## config.mk

```make
export PLATFORM = sky130hd
export DESIGN_NAME = rsfo_top
export DESIGN_NICKNAME = d
export VERILOG_FILES = /design/src/rsfo_top.v /design/src/rsfo_radio_fsm.v /design/src/rsfo_foc_ctrl.v
export VERILOG_INCLUDE_DIRS = /design/src
export SDC_FILE = /design/constraint.sdc
export NUM_CORES = 1
export LEC_CHECK = 0
export BUFFER_PORTS_ARGS = -buffer_cell sky130_fd_sc_hd__buf_2
export CAP_MARGIN = 25
export CORE_MARGIN = 1.5
export CORE_UTILIZATION = 41
export CTS_BUF_LIST = sky130_fd_sc_hd__clkbuf_4
export CTS_CLUSTER_SIZE = 28
export DETAILED_ROUTE_END_ITERATION = 6
export PLACE_DENSITY = 0.65
export SYNTH_ARGS = -nofsm -noshare
export SYNTH_HDL_FRONTEND = slang
export SYNTH_SLANG_ARGS = --single-unit
```

## constraint.sdc

```tcl
create_clock -name mclk_in -period 2.4 [get_ports mclk_in]
set_input_delay 0.12 -clock mclk_in [delete_from_list [all_inputs] [get_ports mclk_in]]
set_output_delay 0.12 -clock mclk_in [all_outputs]
set_load 0.01 [all_outputs]
```

## src/rsfo_defines.vh

```
// Register map, field positions, reset values and codes of the radio configuration bank
// Assumes inclusion by bare name from every design file of the bank
`ifndef RSFO_DEFINES_VH
`define RSFO_DEFINES_VH
// ==========================================================
// Register indices and byte addresses (byte address = 4 * index)
`define RSFO_IDX_EXIT         20'hDF13
`define RSFO_IDX_CAL          20'hDF14
`define RSFO_IDX_FOC          20'hDF15
`define RSFO_IDX_STATUS       20'hDF00
`define RSFO_IDX_CMD          20'hDF01
`define RSFO_ADDR_EXIT        20'h37C4C
`define RSFO_ADDR_CAL         20'h37C50
`define RSFO_ADDR_FOC         20'h37C54
`define RSFO_ADDR_STATUS      20'h37C00
`define RSFO_ADDR_CMD         20'h37C04
// ==========================================================
// Reset values and writable masks
`define RSFO_RST_EXIT         8'h30
`define RSFO_RST_CAL          8'h04
`define RSFO_RST_FOC          8'h76
`define RSFO_MASK_EXIT        8'h3F
`define RSFO_MASK_CAL         8'h3F
`define RSFO_MASK_FOC         8'h7F
// ==========================================================
// Field positions
`define RSFO_CCA_HI           5
`define RSFO_CCA_LO           4
`define RSFO_RXOFF_HI         3
`define RSFO_RXOFF_LO         2
`define RSFO_TXOFF_HI         1
`define RSFO_TXOFF_LO         0
`define RSFO_AUTOCAL_HI       5
`define RSFO_AUTOCAL_LO       4
`define RSFO_GATE_BIT         5
`define RSFO_PREK_HI          4
`define RSFO_PREK_LO          3
`define RSFO_POSTK_BIT        2
`define RSFO_LIMIT_HI         1
`define RSFO_LIMIT_LO         0
`define RSFO_CMD_IDLE         0
`define RSFO_CMD_RX           1
`define RSFO_CMD_TX           2
`define RSFO_CMD_SYNTH_ON_TX_READY       3
`define RSFO_CMD_CAL          4
// ==========================================================
// Radio states and field codes
`define RSFO_ST_IDLE          2'h0
`define RSFO_ST_RX            2'h1
`define RSFO_ST_TX            2'h2
`define RSFO_ST_SYNTH_ON_TX_READY        2'h3
`define RSFO_EXIT_IDLE        2'h0
`define RSFO_EXIT_SYNTH_ON_TX_READY      2'h1
`define RSFO_RXEXIT_TX        2'h2
`define RSFO_RXEXIT_RX        2'h3
`define RSFO_TXEXIT_TX        2'h2
`define RSFO_TXEXIT_RX        2'h3
`define RSFO_CCA_ALWAYS       2'h0
`define RSFO_CCA_RSSI         2'h1
`define RSFO_CCA_NOPKT        2'h2
`define RSFO_CCA_BOTH         2'h3
`define RSFO_CAL_NEVER        2'h0
`define RSFO_CAL_FROM_IDLE    2'h1
`define RSFO_CAL_TO_IDLE      2'h2
`define RSFO_CAL_FOURTH       2'h3
`define RSFO_CAL_COUNT_LAST   2'h3
`define RSFO_RESP_OKAY        2'h0
`define RSFO_RESP_SLVERR      2'h2
`endif

```

## src/rsfo_top.v

```verilog
// Radio exit-state, calibration and frequency offset configuration bank with AXI4-Lite slave
// Assumes one 200 MHz clock and radio status inputs synchronous to it
`timescale 1ns/1ps
`default_nettype none
`include "rsfo_defines.vh"
// Function
// - Clear channel flag follows select field
// - After receive, go to selected state
// - After transmit, go to selected state
// - Code 00: calibrate only on strobe
// - Code 01: calibrate leaving idle
// - Code 10: calibrate on automatic idle return
// - Code 11: calibrate every fourth return
// - Gate freezes loops until carrier sense
// - Pre-sync gain K to 4K
// - Post-sync gain pre or K/2
// - Saturation limit none, eighth, quarter, half
module rsfo_top #(
  parameter ADDR_W = 20
) (
  input  wire              mclk_in,
  input  wire              srst_in,
  input  wire [ADDR_W-1:0] s_axi_awaddr_in,
  input  wire              s_axi_awvalid_in,
  output reg               s_axi_awready_out,
  input  wire [31:0]       s_axi_wdata_in,
  input  wire [3:0]        s_axi_wstrb_in,
  input  wire              s_axi_wvalid_in,
  output reg               s_axi_wready_out,
  output reg  [1:0]        s_axi_bresp_out,
  output reg               s_axi_bvalid_out,
  input  wire              s_axi_bready_in,
  input  wire [ADDR_W-1:0] s_axi_araddr_in,
  input  wire              s_axi_arvalid_in,
  output reg               s_axi_arready_out,
  output reg  [31:0]       s_axi_rdata_out,
  output reg  [1:0]        s_axi_rresp_out,
  output reg               s_axi_rvalid_out,
  input  wire              s_axi_rready_in,
  input  wire              rx_done_in,
  input  wire              tx_done_in,
  input  wire              rssi_below_in,
  input  wire              receiving_in,
  input  wire              carrier_sense_in,
  input  wire              sync_found_in,
  input  wire              demod_restart_in,
  output wire [1:0]        radio_state_out,
  output wire              synth_cal_out,
  output wire              preamble_restart_out,
  output wire              clear_channel_flag_out,
  output wire              loop_freeze_gate_out,
  output wire [3:0]        loop_gain_out,
  output wire [1:0]        offset_saturation_limit_out,
  output wire              offset_comp_en_out
);
  // ==========================================================
  // Register storage
  reg  [7:0]        exit_cfg_reg;
  reg  [7:0]        cal_cfg_reg;
  reg  [7:0]        foc_cfg_reg;
  reg  [4:0]        cmd_reg;
  reg  [ADDR_W-1:0] awaddr_reg;
  reg  [7:0]        wdata_reg;
  reg               wstrb_reg;
  reg               aw_held_reg;
  reg               w_held_reg;
  wire [1:0]        cal_count;
  wire              do_write;
  wire [ADDR_W-1:0] a_exit;
  wire [ADDR_W-1:0] a_cal;
  wire [ADDR_W-1:0] a_foc;
  wire [ADDR_W-1:0] a_stat;
  wire [ADDR_W-1:0] a_cmd;

  assign a_exit   = `RSFO_ADDR_EXIT;
  assign a_cal    = `RSFO_ADDR_CAL;
  assign a_foc    = `RSFO_ADDR_FOC;
  assign a_stat   = `RSFO_ADDR_STATUS;
  assign a_cmd    = `RSFO_ADDR_CMD;
  assign do_write = aw_held_reg & w_held_reg & ~s_axi_bvalid_out;

  // ==========================================================
  // Address decode
  function rsfo_mapped;
    input [ADDR_W-1:0] addr;
    input [ADDR_W-1:0] e;
    input [ADDR_W-1:0] c;
    input [ADDR_W-1:0] f;
    input [ADDR_W-1:0] s;
    input [ADDR_W-1:0] m;
    begin
      rsfo_mapped = (addr == e) | (addr == c) | (addr == f) | (addr == s) | (addr == m);
    end
  endfunction

  // ==========================================================
  // Write channels
  always @(posedge mclk_in) begin
    if (srst_in) begin
      s_axi_awready_out <= 1'b1;
      s_axi_wready_out  <= 1'b1;
      s_axi_bvalid_out  <= 1'b0;
      s_axi_bresp_out   <= `RSFO_RESP_OKAY;
      aw_held_reg       <= 1'b0;
      w_held_reg        <= 1'b0;
      awaddr_reg        <= {ADDR_W{1'b0}};
      wdata_reg         <= 8'h00;
      wstrb_reg         <= 1'b0;
    end else begin
      if (s_axi_awvalid_in && s_axi_awready_out) begin
        awaddr_reg        <= s_axi_awaddr_in;
        aw_held_reg       <= 1'b1;
        s_axi_awready_out <= 1'b0;
      end
      if (s_axi_wvalid_in && s_axi_wready_out) begin
        wdata_reg        <= s_axi_wdata_in[7:0];
        wstrb_reg        <= s_axi_wstrb_in[0];
        w_held_reg       <= 1'b1;
        s_axi_wready_out <= 1'b0;
      end
      if (do_write) begin
        aw_held_reg      <= 1'b0;
        w_held_reg       <= 1'b0;
        s_axi_bvalid_out <= 1'b1;
        if (rsfo_mapped(awaddr_reg, a_exit, a_cal, a_foc, a_stat, a_cmd)) begin
          s_axi_bresp_out <= `RSFO_RESP_OKAY;
        end else begin
          s_axi_bresp_out <= `RSFO_RESP_SLVERR;
        end
      end
      if (s_axi_bvalid_out && s_axi_bready_in) begin
        s_axi_bvalid_out  <= 1'b0;
        s_axi_awready_out <= 1'b1;
        s_axi_wready_out  <= 1'b1;
      end
    end
  end

  // ==========================================================
  // Configuration registers and command strobes
  always @(posedge mclk_in) begin
    if (srst_in) begin
      exit_cfg_reg <= `RSFO_RST_EXIT;
      cal_cfg_reg  <= `RSFO_RST_CAL;
      foc_cfg_reg  <= `RSFO_RST_FOC;
      cmd_reg      <= 5'h00;
    end else begin
      cmd_reg <= 5'h00;
      if (do_write && wstrb_reg) begin
        if (awaddr_reg == a_exit) begin
          exit_cfg_reg <= wdata_reg & `RSFO_MASK_EXIT;
        end
        if (awaddr_reg == a_cal) begin
          cal_cfg_reg <= wdata_reg & `RSFO_MASK_CAL;
        end
        if (awaddr_reg == a_foc) begin
          foc_cfg_reg <= wdata_reg & `RSFO_MASK_FOC;
        end
        if (awaddr_reg == a_cmd) begin
          cmd_reg <= wdata_reg[4:0];
        end
      end
    end
  end

  // ==========================================================
  // Read channel
  always @(posedge mclk_in) begin
    if (srst_in) begin
      s_axi_arready_out <= 1'b1;
      s_axi_rvalid_out  <= 1'b0;
      s_axi_rdata_out   <= 32'h00000000;
      s_axi_rresp_out   <= `RSFO_RESP_OKAY;
    end else begin
      if (s_axi_arvalid_in && s_axi_arready_out) begin
        s_axi_arready_out <= 1'b0;
        s_axi_rvalid_out  <= 1'b1;
        s_axi_rresp_out   <= `RSFO_RESP_OKAY;
        s_axi_rdata_out   <= 32'h00000000;
        if (s_axi_araddr_in == a_exit) begin
          s_axi_rdata_out <= {24'h000000, exit_cfg_reg};
        end else if (s_axi_araddr_in == a_cal) begin
          s_axi_rdata_out <= {24'h000000, cal_cfg_reg};
        end else if (s_axi_araddr_in == a_foc) begin
          s_axi_rdata_out <= {24'h000000, foc_cfg_reg};
        end else if (s_axi_araddr_in == a_stat) begin
          s_axi_rdata_out <= {25'h0000000, cal_count, loop_freeze_gate_out,
                              clear_channel_flag_out, 1'b0, radio_state_out};
        end else if (s_axi_araddr_in != a_cmd) begin
          s_axi_rresp_out <= `RSFO_RESP_SLVERR;
        end
      end
      if (s_axi_rvalid_out && s_axi_rready_in) begin
        s_axi_rvalid_out  <= 1'b0;
        s_axi_arready_out <= 1'b1;
      end
    end
  end

  // ==========================================================
  // Radio state machine
  rsfo_radio_fsm u_fsm (
    .mclk_in       (mclk_in),
    .srst_in       (srst_in),
    .cca_sel_in    (exit_cfg_reg[`RSFO_CCA_HI:`RSFO_CCA_LO]),
    .rx_exit_in    (exit_cfg_reg[`RSFO_RXOFF_HI:`RSFO_RXOFF_LO]),
    .tx_exit_in    (exit_cfg_reg[`RSFO_TXOFF_HI:`RSFO_TXOFF_LO]),
    .autocal_in    (cal_cfg_reg[`RSFO_AUTOCAL_HI:`RSFO_AUTOCAL_LO]),
    .cmd_in        (cmd_reg),
    .rx_done_in    (rx_done_in),
    .tx_done_in    (tx_done_in),
    .rssi_below_in (rssi_below_in),
    .receiving_in  (receiving_in),
    .state_out     (radio_state_out),
    .cal_out       (synth_cal_out),
    .preamble_out  (preamble_restart_out),
    .cca_out       (clear_channel_flag_out),
    .cal_count_out (cal_count)
  );

  // ==========================================================
  // Frequency offset compensation control
  rsfo_foc_ctrl u_foc (
    .mclk_in          (mclk_in),
    .srst_in          (srst_in),
    .gate_in          (foc_cfg_reg[`RSFO_GATE_BIT]),
    .prek_in          (foc_cfg_reg[`RSFO_PREK_HI:`RSFO_PREK_LO]),
    .postk_in         (foc_cfg_reg[`RSFO_POSTK_BIT]),
    .limit_in         (foc_cfg_reg[`RSFO_LIMIT_HI:`RSFO_LIMIT_LO]),
    .carrier_sense_in (carrier_sense_in),
    .sync_found_in    (sync_found_in),
    .restart_in       (demod_restart_in),
    .freeze_out       (loop_freeze_gate_out),
    .gain_out         (loop_gain_out),
    .limit_out        (offset_saturation_limit_out),
    .comp_en_out      (offset_comp_en_out)
  );
endmodule
`default_nettype wire

```

## src/rsfo_radio_fsm.v

```verilog
// Radio control state machine: exit states, clear channel flag, synthesizer calibration
// Assumes command and packet-done inputs are one-cycle pulses synchronous to mclk_in
`timescale 1ns/1ps
`default_nettype none
`include "rsfo_defines.vh"
module rsfo_radio_fsm (
  input  wire       mclk_in,
  input  wire       srst_in,
  input  wire [1:0] cca_sel_in,
  input  wire [1:0] rx_exit_in,
  input  wire [1:0] tx_exit_in,
  input  wire [1:0] autocal_in,
  input  wire [4:0] cmd_in,
  input  wire       rx_done_in,
  input  wire       tx_done_in,
  input  wire       rssi_below_in,
  input  wire       receiving_in,
  output reg  [1:0] state_out,
  output reg        cal_out,
  output reg        preamble_out,
  output reg        cca_out,
  output reg  [1:0] cal_count_out
);
  reg [1:0] state_next;
  reg       auto_idle;
  reg       from_idle;
  // ==========================================================
  // Next state
  always @* begin
    state_next = state_out;
    auto_idle  = 1'b0;
    if (cmd_in[`RSFO_CMD_IDLE]) begin
      state_next = `RSFO_ST_IDLE;
    end else if (cmd_in[`RSFO_CMD_RX]) begin
      state_next = `RSFO_ST_RX;
    end else if (cmd_in[`RSFO_CMD_TX]) begin
      state_next = `RSFO_ST_TX;
    end else if (cmd_in[`RSFO_CMD_SYNTH_ON_TX_READY]) begin
      state_next = `RSFO_ST_SYNTH_ON_TX_READY;
    end else if (rx_done_in && state_out == `RSFO_ST_RX) begin
      case (rx_exit_in)
        `RSFO_EXIT_IDLE:   state_next = `RSFO_ST_IDLE;
        `RSFO_EXIT_SYNTH_ON_TX_READY: state_next = `RSFO_ST_SYNTH_ON_TX_READY;
        `RSFO_RXEXIT_TX:   state_next = `RSFO_ST_TX;
        default:           state_next = `RSFO_ST_RX;
      endcase
      auto_idle = (rx_exit_in == `RSFO_EXIT_IDLE);
    end else if (tx_done_in && state_out == `RSFO_ST_TX) begin
      case (tx_exit_in)
        `RSFO_EXIT_IDLE:   state_next = `RSFO_ST_IDLE;
        `RSFO_EXIT_SYNTH_ON_TX_READY: state_next = `RSFO_ST_SYNTH_ON_TX_READY;
        `RSFO_TXEXIT_TX:   state_next = `RSFO_ST_TX;
        default:           state_next = `RSFO_ST_RX;
      endcase
      auto_idle = (tx_exit_in == `RSFO_EXIT_IDLE);
    end
    from_idle = (state_out == `RSFO_ST_IDLE) && (state_next != `RSFO_ST_IDLE);
  end
  // ==========================================================
  // State, calibration and clear channel registers
  always @(posedge mclk_in) begin
    if (srst_in) begin
      state_out     <= `RSFO_ST_IDLE;
      cal_out       <= 1'b0;
      preamble_out  <= 1'b0;
      cca_out       <= 1'b0;
      cal_count_out <= 2'h0;
    end else begin
      state_out    <= state_next;
      preamble_out <= tx_done_in && state_out == `RSFO_ST_TX && tx_exit_in == `RSFO_TXEXIT_TX && cmd_in[3:0] == 4'h0;
      case (autocal_in)
        `RSFO_CAL_FROM_IDLE: cal_out <= from_idle;
        `RSFO_CAL_TO_IDLE:   cal_out <= auto_idle;
        `RSFO_CAL_FOURTH:    cal_out <= auto_idle && cal_count_out == `RSFO_CAL_COUNT_LAST;
        default:             cal_out <= cmd_in[`RSFO_CMD_CAL] && state_out == `RSFO_ST_IDLE;
      endcase
      if (autocal_in != `RSFO_CAL_NEVER && cmd_in[`RSFO_CMD_CAL] && state_out == `RSFO_ST_IDLE) begin
        cal_out <= 1'b1;
      end
      if (autocal_in == `RSFO_CAL_FOURTH && auto_idle) begin
        cal_count_out <= cal_count_out + 2'h1;
      end
      case (cca_sel_in)
        `RSFO_CCA_ALWAYS: cca_out <= 1'b1;
        `RSFO_CCA_RSSI:   cca_out <= rssi_below_in;
        `RSFO_CCA_NOPKT:  cca_out <= ~receiving_in;
        default:          cca_out <= rssi_below_in & ~receiving_in;
      endcase
    end
  end
endmodule
`default_nettype wire

```

## src/rsfo_foc_ctrl.v

```verilog
// Frequency offset compensation control: loop freeze, loop gain, saturation limit
// Assumes carrier sense, sync detect and restart inputs synchronous to mclk_in
`timescale 1ns/1ps
`default_nettype none
`include "rsfo_defines.vh"
module rsfo_foc_ctrl (
  input  wire       mclk_in,
  input  wire       srst_in,
  input  wire       gate_in,
  input  wire [1:0] prek_in,
  input  wire       postk_in,
  input  wire [1:0] limit_in,
  input  wire       carrier_sense_in,
  input  wire       sync_found_in,
  input  wire       restart_in,
  output reg        freeze_out,
  output reg  [3:0] gain_out,
  output reg  [1:0] limit_out,
  output reg        comp_en_out
);
  reg cs_seen_reg;
  // ==========================================================
  // Gain in units of K/2
  function [3:0] rsfo_pre_gain;
    input [1:0] code;
    begin
      rsfo_pre_gain = {1'b0, code, 1'b0} + 4'h2;
    end
  endfunction
  // ==========================================================
  // Freeze, gain and limit registers
  always @(posedge mclk_in) begin
    if (srst_in) begin
      cs_seen_reg <= 1'b0;
      freeze_out  <= 1'b1;
      gain_out    <= 4'h2;
      limit_out   <= 2'h0;
      comp_en_out <= 1'b0;
    end else begin
      if (carrier_sense_in) begin
        cs_seen_reg <= 1'b1;
      end else if (restart_in) begin
        cs_seen_reg <= 1'b0;
      end
      freeze_out <= gate_in & ~carrier_sense_in & (restart_in | ~cs_seen_reg);
      if (sync_found_in && postk_in) begin
        gain_out <= 4'h1;
      end else begin
        gain_out <= rsfo_pre_gain(prek_in);
      end
      limit_out   <= limit_in;
      comp_en_out <= (limit_in != 2'h0);
    end
  end
endmodule
`default_nettype wire

```

== Word-level counts from Yosys, hierarchy flattened ==
Cells that the tools add are included.

* Bits in registers: 111
* Input port bits: 90
* Logic and storage cells: 132

* Reduce and logical (&&, ||, !) cells: 34
* Multiplexer cells: 30
* Bitwise operators: 16
* $add $sub $neg: 2
* Eq/ne operators: 22

{| class="wikitable"
|+ Operators by type and width
! operator !! number
|-
| $eq 20x18->1 const B || 9
|-
| $mux 7 || 4
|-
| $mux 2 || 13
|-
| $ne 20x18->1 const B || 1
|-
| $logic_and 1x1->1 || 17
|-
| $eq 2x2->1 const B || 7
|-
| $pmux 2 s3 || 2
|-
| $eq 2x1->1 const B || 5
|-
| $mux 1 || 9
|-
| $logic_not 2->1 || 4
|-
| $reduce_bool 2->1 || 4
|-
| $reduce_or 2->1 || 4
|-
| $not 1->1 || 6
|-
| $pmux 1 s3 || 2
|-
| $reduce_and 2->1 || 3
|-
| $and 1x1->1 || 5
|-
| $or 1x1->1 || 5
|-
| $add 3x2->4 const B || 1
|-
| $logic_not 4->1 || 1
|-
| $reduce_or 3->1 || 1
|-
| $add 2x1->2 const B || 1
|}

== Longest topological paths before layout ==
* Depth after elaboration: 12
* Depth in mapped cells: 6
* Depth with buffers taken out: 6

== Hierarchy ==
From an unflattened synthesis, not the netlist that was laid out.

* Cells, all modules: 452
* Area total of the unflattened synthesis: 3916.3 µm²

{| class="wikitable"
|+ By module, submodules not included
! module !! cells each !! times used !! area an instance (µm²) !! sequential area each (µm²)
|-
| rsfo_top || 369 || 1 || 3139.3 || 1361.3
|-
| rsfo_radio_fsm || 58 || 1 || 504.2 || 140.1
|-
| rsfo_foc_ctrl || 25 || 1 || 272.8 || 180.2
|}

== Worst setup path after synthesis ==
No wires, ideal clock.

* Path type: register to register
* Start point: register awaddr_reg[19]
* End point: register cal_cfg_reg[2]
* Setup slack: 0.604 ns
* Period minus slack after synthesis: 1.796 ns
* Path buffers: 1
* Arrival time: 1.676 ns
* Cell stages (with the launch flop): 6
* Library setup time: 0.119 ns
* Path through: dfxtp_1 or4b_4 or4_4 buf_6 nor3_2 o21bai_1

* Word-level cells in the longest chain between the ends: 2

{| class="wikitable"
|+ RTL lines
! element !! RTL line !! source
|-
| start: declaration || rsfo_top.v:62 || <nowiki>reg [ADDR_W-1:0] awaddr_reg;</nowiki>
|-
| start signal: assignment || rsfo_top.v:106 || <nowiki>awaddr_reg <= {ADDR_W{1'b0}};</nowiki>
|-
| start signal: assignment || rsfo_top.v:111 || <nowiki>awaddr_reg <= s_axi_awaddr_in;</nowiki>
|-
| $eq 20x18->1 || rsfo_top.v:153 || <nowiki>if (awaddr_reg == a_cal) begin</nowiki>
|-
| $reduce_and 2->1 (no line) || -- ||
|-
| end signal: assignment || rsfo_top.v:144 || <nowiki>cal_cfg_reg <= `RSFO_RST_CAL;</nowiki>
|-
| end signal: assignment || rsfo_top.v:154 || <nowiki>cal_cfg_reg <= wdata_reg & `RSFO_MASK_CAL;</nowiki>
|-
| end: declaration || rsfo_top.v:59 || <nowiki>reg [7:0] cal_cfg_reg;</nowiki>
|}

Every way passes these cells.
A chain may end at the register's enable or synchronous reset.

== Worst setup path after layout ==
* Start point: register awaddr_reg[7]
* End point: register exit_cfg_reg[4]

* Word-level cells in the longest chain between the ends: 2

{| class="wikitable"
|+ RTL lines
! element !! RTL line !! source
|-
| $eq 20x18->1 || rsfo_top.v:150 || <nowiki>if (awaddr_reg == a_exit) begin</nowiki>
|-
| $reduce_and 2->1 (no line) || -- ||
|-
| end signal: assignment || rsfo_top.v:143 || <nowiki>exit_cfg_reg <= `RSFO_RST_EXIT;</nowiki>
|-
| end signal: assignment || rsfo_top.v:151 || <nowiki>exit_cfg_reg <= wdata_reg & `RSFO_MASK_EXIT;</nowiki>
|-
| end: declaration || rsfo_top.v:58 || <nowiki>reg [7:0] exit_cfg_reg;</nowiki>
|}

Every way passes these cells.

==> flow_summary.html <==
<table>
<tr><th>Metric</th><th>Value</th></tr>
<tr><th colspan="2">STA</th></tr>
<tr><td>Final Hold Violating Endpoints</td><td>0</td></tr>
<tr><td>Worst slew margin</td><td>53.6%</td></tr>
<tr><td>Final-report max-slew violation count</td><td>0</td></tr>
<tr><td>Fin Hold WS</td><td>around 20 ps</td></tr>
<tr><td>Clock Skew</td><td>17.1 ps</td></tr>
<tr><td>Total negative setup slack</td><td>0 ps</td></tr>
<tr><td>Highest clock rate</td><td>502 MHz</td></tr>
<tr><td>Worst Max-Slew Pin Slew</td><td>691 ps</td></tr>
<tr><td>RSZ-0062 raised after global routing</td><td>no</td></tr>
<tr><td>Post-layout minimum cycle time</td><td>approximately 2000 ps</td></tr>
<tr><td>Portion of the clock cycle consumed by the worst path in the final layout</td><td>83.0%</td></tr>
<tr><td>Setup violations, final</td><td>0</td></tr>
<tr><th colspan="2">Floorplanning</th></tr>
<tr><td>Die Area</td><td>0.0104 mm²</td></tr>
<tr><td>Horizontal die dimension</td><td>about 100 µm</td></tr>
<tr><td>Placement Rows</td><td>36</td></tr>
<tr><td>Top-Level Pins</td><td>144</td></tr>
<tr><td>Die height</td><td>102 µm</td></tr>
<tr><td>Starting Density</td><td>41.9%</td></tr>
<tr><td>Core footprint</td><td>~0.0096 mm²</td></tr>
<tr><th colspan="2">Global route</th></tr>
<tr><td>GRT Total Usage</td><td>19.0%</td></tr>
<tr><td>Largest net degree at the start of global routing</td><td>33</td></tr>
<tr><td>Vias in the first global route</td><td>approximately 3.3k</td></tr>
<tr><td>Initial antenna violation count</td><td>0</td></tr>
<tr><td>Wire length of the first global-routing pass</td><td>15.7 mm</td></tr>
<tr><td>Global-route congestion overflow total</td><td>0</td></tr>
<tr><th colspan="2">Drt</th></tr>
<tr><td>Total detailed-routing wirelength</td><td>9.79 mm</td></tr>
<tr><td>Antenna Nets Post-Route</td><td>0</td></tr>
<tr><td>Detailed Route Iter0 Violations</td><td>182</td></tr>
<tr><td>Via count</td><td>between 3k and 4k</td></tr>
<tr><td>Number of vias per cell after detailed routing</td><td>5.06</td></tr>
<tr><td>Routed length per placed instance</td><td>13.4 µm</td></tr>
<tr><td># DRC</td><td>0</td></tr>
<tr><td>Number of iterations in the first detailed-routing pass</td><td>5</td></tr>
<tr><th colspan="2">Yosys</th></tr>
<tr><td>Area of the mapped netlist</td><td>around 0.004 mm²</td></tr>
<tr><td>Synthesized instance count</td><td>483</td></tr>
<tr><td>Area share of and/or/nand/nor cells after synthesis</td><td>26.3%</td></tr>
<tr><td>Sequential cell area fraction in the yosys report</td><td>approximately two fifths</td></tr>
<tr><td>Xor-xnor portion of the synthesized cell area</td><td>less than 1%</td></tr>
<tr><td>Share of synthesized cell area in full adder, half adder and majority cells</td><td>2.79%</td></tr>
<tr><td>Multiplexer area fraction after synthesis</td><td>under 10%</td></tr>
<tr><td>Dominant register cell in the synthesized netlist</td><td>sky130_fd_sc_hd__dfxtp_1</td></tr>
<tr><td>Yosys synthesis warning count</td><td>0</td></tr>
<tr><td>Count of flip-flops with a built-in enable after synthesis</td><td>0</td></tr>
<tr><td>Proportion of register bits with asynchronous set or reset after synthesis</td><td>0%</td></tr>
<tr><td>Count of different cell masters after synthesis</td><td>57</td></tr>
<tr><td>Area fraction in compound gates after synthesis</td><td>between 10% and 20%</td></tr>
<tr><td>Flip-flop and latch count after synthesis</td><td>between 80 and 90</td></tr>
<tr><td>Syn avg cell area</td><td>between 8 and 9 µm²</td></tr>
<tr><td>Combinational family with the most area after synthesis</td><td>simple AND/OR/NAND/NOR gates</td></tr>
<tr><th colspan="2">Final layout</th></tr>
<tr><td>Total number of nets in the final design</td><td>between 600 and 700</td></tr>
<tr><td>Antenna diode instance count</td><td>0</td></tr>
<tr><td>Area of all placed cells without fillers</td><td>between 0.004 and 0.005 mm²</td></tr>
<tr><td>Leading cell types in the layout, fill and taps excluded</td><td>sky130_fd_sc_hd__buf_2, sky130_fd_sc_hd__dfxtp_1, sky130_fd_sc_hd__nand2_1, sky130_fd_sc_hd__a21oi_1, sky130_fd_sc_hd__dlygate4sd3_1</td></tr>
<tr><td>Fraction of layout instances using a drive strength above 1</td><td>approximately 20%</td></tr>
<tr><td>Layout overhead on the synthesized area</td><td>23.6%</td></tr>
<tr><td>Most common library cell in the layout ignoring fill and taps</td><td>sky130_fd_sc_hd__buf_2</td></tr>
<tr><td>Largest register FFs</td><td>20</td></tr>
<tr><th colspan="2">Worst setup path</th></tr>
<tr><td>FF-to-FF setup slack</td><td>about 410 ps</td></tr>
<tr><td>Worst Reg-to-Reg Cells</td><td>5</td></tr>
<tr><td>Critical path type</td><td>flop to flop</td></tr>
<tr><td>Worst Setup End Kind</td><td>flop</td></tr>
<tr><td>Data required time at the worst endpoint</td><td>2730 ps</td></tr>
<tr><td>Worst Path Max Fanout</td><td>9</td></tr>
<tr><td>Sort of element at the start of the critical path</td><td>flop</td></tr>
<tr><td>Endpoint of the most critical register-to-register path</td><td>exit_cfg_reg[4]</td></tr>
<tr><td>Source of the worst register-to-register timing path</td><td>awaddr_reg[7]</td></tr>
<tr><td>Arrival time at the worst endpoint</td><td>2320 ps</td></tr>
<tr><th colspan="2">Clock network</th></tr>
<tr><td>Num CTS Buffers</td><td>9</td></tr>
<tr><td>Worst-case clock buffer depth</td><td>2</td></tr>
<tr><td>Latest clock arrival within the worst-skew pair</td><td>430 ps</td></tr>
<tr><td>TritonCTS clock tree</td><td>yes</td></tr>
<tr><td>Clock Pin Slew Worst Setup and Hold Paths</td><td>~130 ps</td></tr>
<tr><td>Clock tree sinks</td><td>84</td></tr>
<tr><td>PostCTS Resize Cnt</td><td>0</td></tr>
<tr><td>Clock root buffer master</td><td>sky130_fd_sc_hd__clkbuf_4</td></tr>
<tr><td>Level count of the clock H-tree</td><td>3</td></tr>
<tr><th colspan="2">Placed design</th></tr>
<tr><td>Buffers added on ports</td><td>88</td></tr>
<tr><td>RD Place Congestion</td><td>0.834</td></tr>
<tr><td>Area post-placement</td><td>0.00446 mm²</td></tr>
<tr><td>HPWL after detailed placement</td><td>6.96 mm</td></tr>
<tr><th colspan="2">Hold path</th></tr>
<tr><td>Launch point of the worst hold path</td><td>demod_restart_in</td></tr>
<tr><td>Endpoint, Worst Hold</td><td>u_foc.cs_seen_reg</td></tr>
<tr><td>Type of the most critical hold path</td><td>input pin to flop</td></tr>
<tr><td>Hold-critical path depth</td><td>4</td></tr>
<tr><th colspan="2">Power and ir drop</th></tr>
<tr><td>Pwr per Cell Area</td><td>538 mW/mm²</td></tr>
<tr><td>LEAKAGE</td><td>2.09 nW</td></tr>
<tr><td>Worst ir drop on vdd</td><td>slightly above 0.3 mV</td></tr>
<tr><th colspan="2">Outcome</th></tr>
<tr><td>Result of the run</td><td>finished clean</td></tr>
<tr><th colspan="2">Flow run</th></tr>
<tr><td>Total of max-cap violations</td><td>0</td></tr>
</table>
## where the power goes
part | switching, mW | internal [mW]
clock network | 0.469 | 0.427
logic | 0.163 | 0.146
registers | 0.0417 | 1.44
## kinds of logic after synthesis
kind of cell,Yosys count
mux,5
other cells,1
fa+ha+maj,9
simple gates,196
flops,84
xor+xnor,2
buf+inv,67
compound gates,119
## through the flow
stage	util [%]	power [mW]	std cells	setup slack, ps
floorplan	-	1.70	509	604
global placement	46.2	1.76	680	450
detailed placement	46.2	1.77	680	440
CTS	51.8	2.71	733	426
global route	51.8	2.81	733	274
finish	51.8	2.69	733	409
## cell usage after synthesis, types with 5 or more instances
cell type                  instances  area (µm²)
sky130_fd_sc_hd__a211o_1           5        43.8
sky130_fd_sc_hd__a21boi_0          5        37.5
sky130_fd_sc_hd__a21oi_1          58         290
sky130_fd_sc_hd__a22o_1            5        43.8
sky130_fd_sc_hd__a32oi_1           5        43.8
sky130_fd_sc_hd__and2_1           12        75.1
sky130_fd_sc_hd__and4b_1           6        60.1
sky130_fd_sc_hd__buf_4            27         203
sky130_fd_sc_hd__clkbuf_1         21        78.8
sky130_fd_sc_hd__dfxtp_1          84        1680
sky130_fd_sc_hd__ha_1              9         113
sky130_fd_sc_hd__inv_1            11        41.3
sky130_fd_sc_hd__nand2_1          65         244
sky130_fd_sc_hd__nand3_1          20         100
sky130_fd_sc_hd__nand4_1           5        31.3
sky130_fd_sc_hd__nand4b_1          8        70.1
sky130_fd_sc_hd__nor2_1           32         120
sky130_fd_sc_hd__nor3_1           14        70.1
sky130_fd_sc_hd__o21ai_0           9        45.0
sky130_fd_sc_hd__o21ai_1           9        45.0
sky130_fd_sc_hd__o31ai_1           5        37.5
## worst max-delay path: stages (launching register included)
cell	delay [ps]
sky130_fd_sc_hd__dfxtp_1	340
sky130_fd_sc_hd__or4b_1	560
sky130_fd_sc_hd__nor4_4	480
sky130_fd_sc_hd__buf_4	240
sky130_fd_sc_hd__nand3_2	120
sky130_fd_sc_hd__mux2i_1	150
## repair_timing
action / 4_1_cts / 5_1_grt
buffers inserted: 0 / 0
hold buffers: 38 / 0
endpoints found under the hold margin: 38 / 0
## metal layers
metal  up-vias  GRT usage [%]  part of all wire (%)
li1       1889              -                     -
met4         0           5.27                  0.99
met3        12           4.79                   5.8
met5         -              0                     0
met1      1693           24.0                    46
met2       117           32.2                    47
## layout make-up
type / count / area, µm²
fillers: 948 / 4650
repair buffers: 132 / 866
multi-input cells: 358 / 2080
clock buffers: 10 / 75.1
well taps: 133 / 166
inverters: 11 / 41.3
flip-flops and latches: 84 / 1680
clock inverters: 5 / 76.3
## how the worst max path moves through the flow
stage / start / endpoint / cells past startpoint
2_1_floorplan: awaddr_reg[19] / cal_cfg_reg[2] / 5
3_3_place_gp: awaddr_reg[7] / exit_cfg_reg[4] / 5
3_5_place_dp: awaddr_reg[7] / exit_cfg_reg[4] / 5
4_1_cts: awaddr_reg[7] / exit_cfg_reg[4] / 5
5_1_grt: awaddr_reg[7] / exit_cfg_reg[5] / 5
6_report: awaddr_reg[7] / exit_cfg_reg[4] / 5
Power figures use the tool's default switching activity.
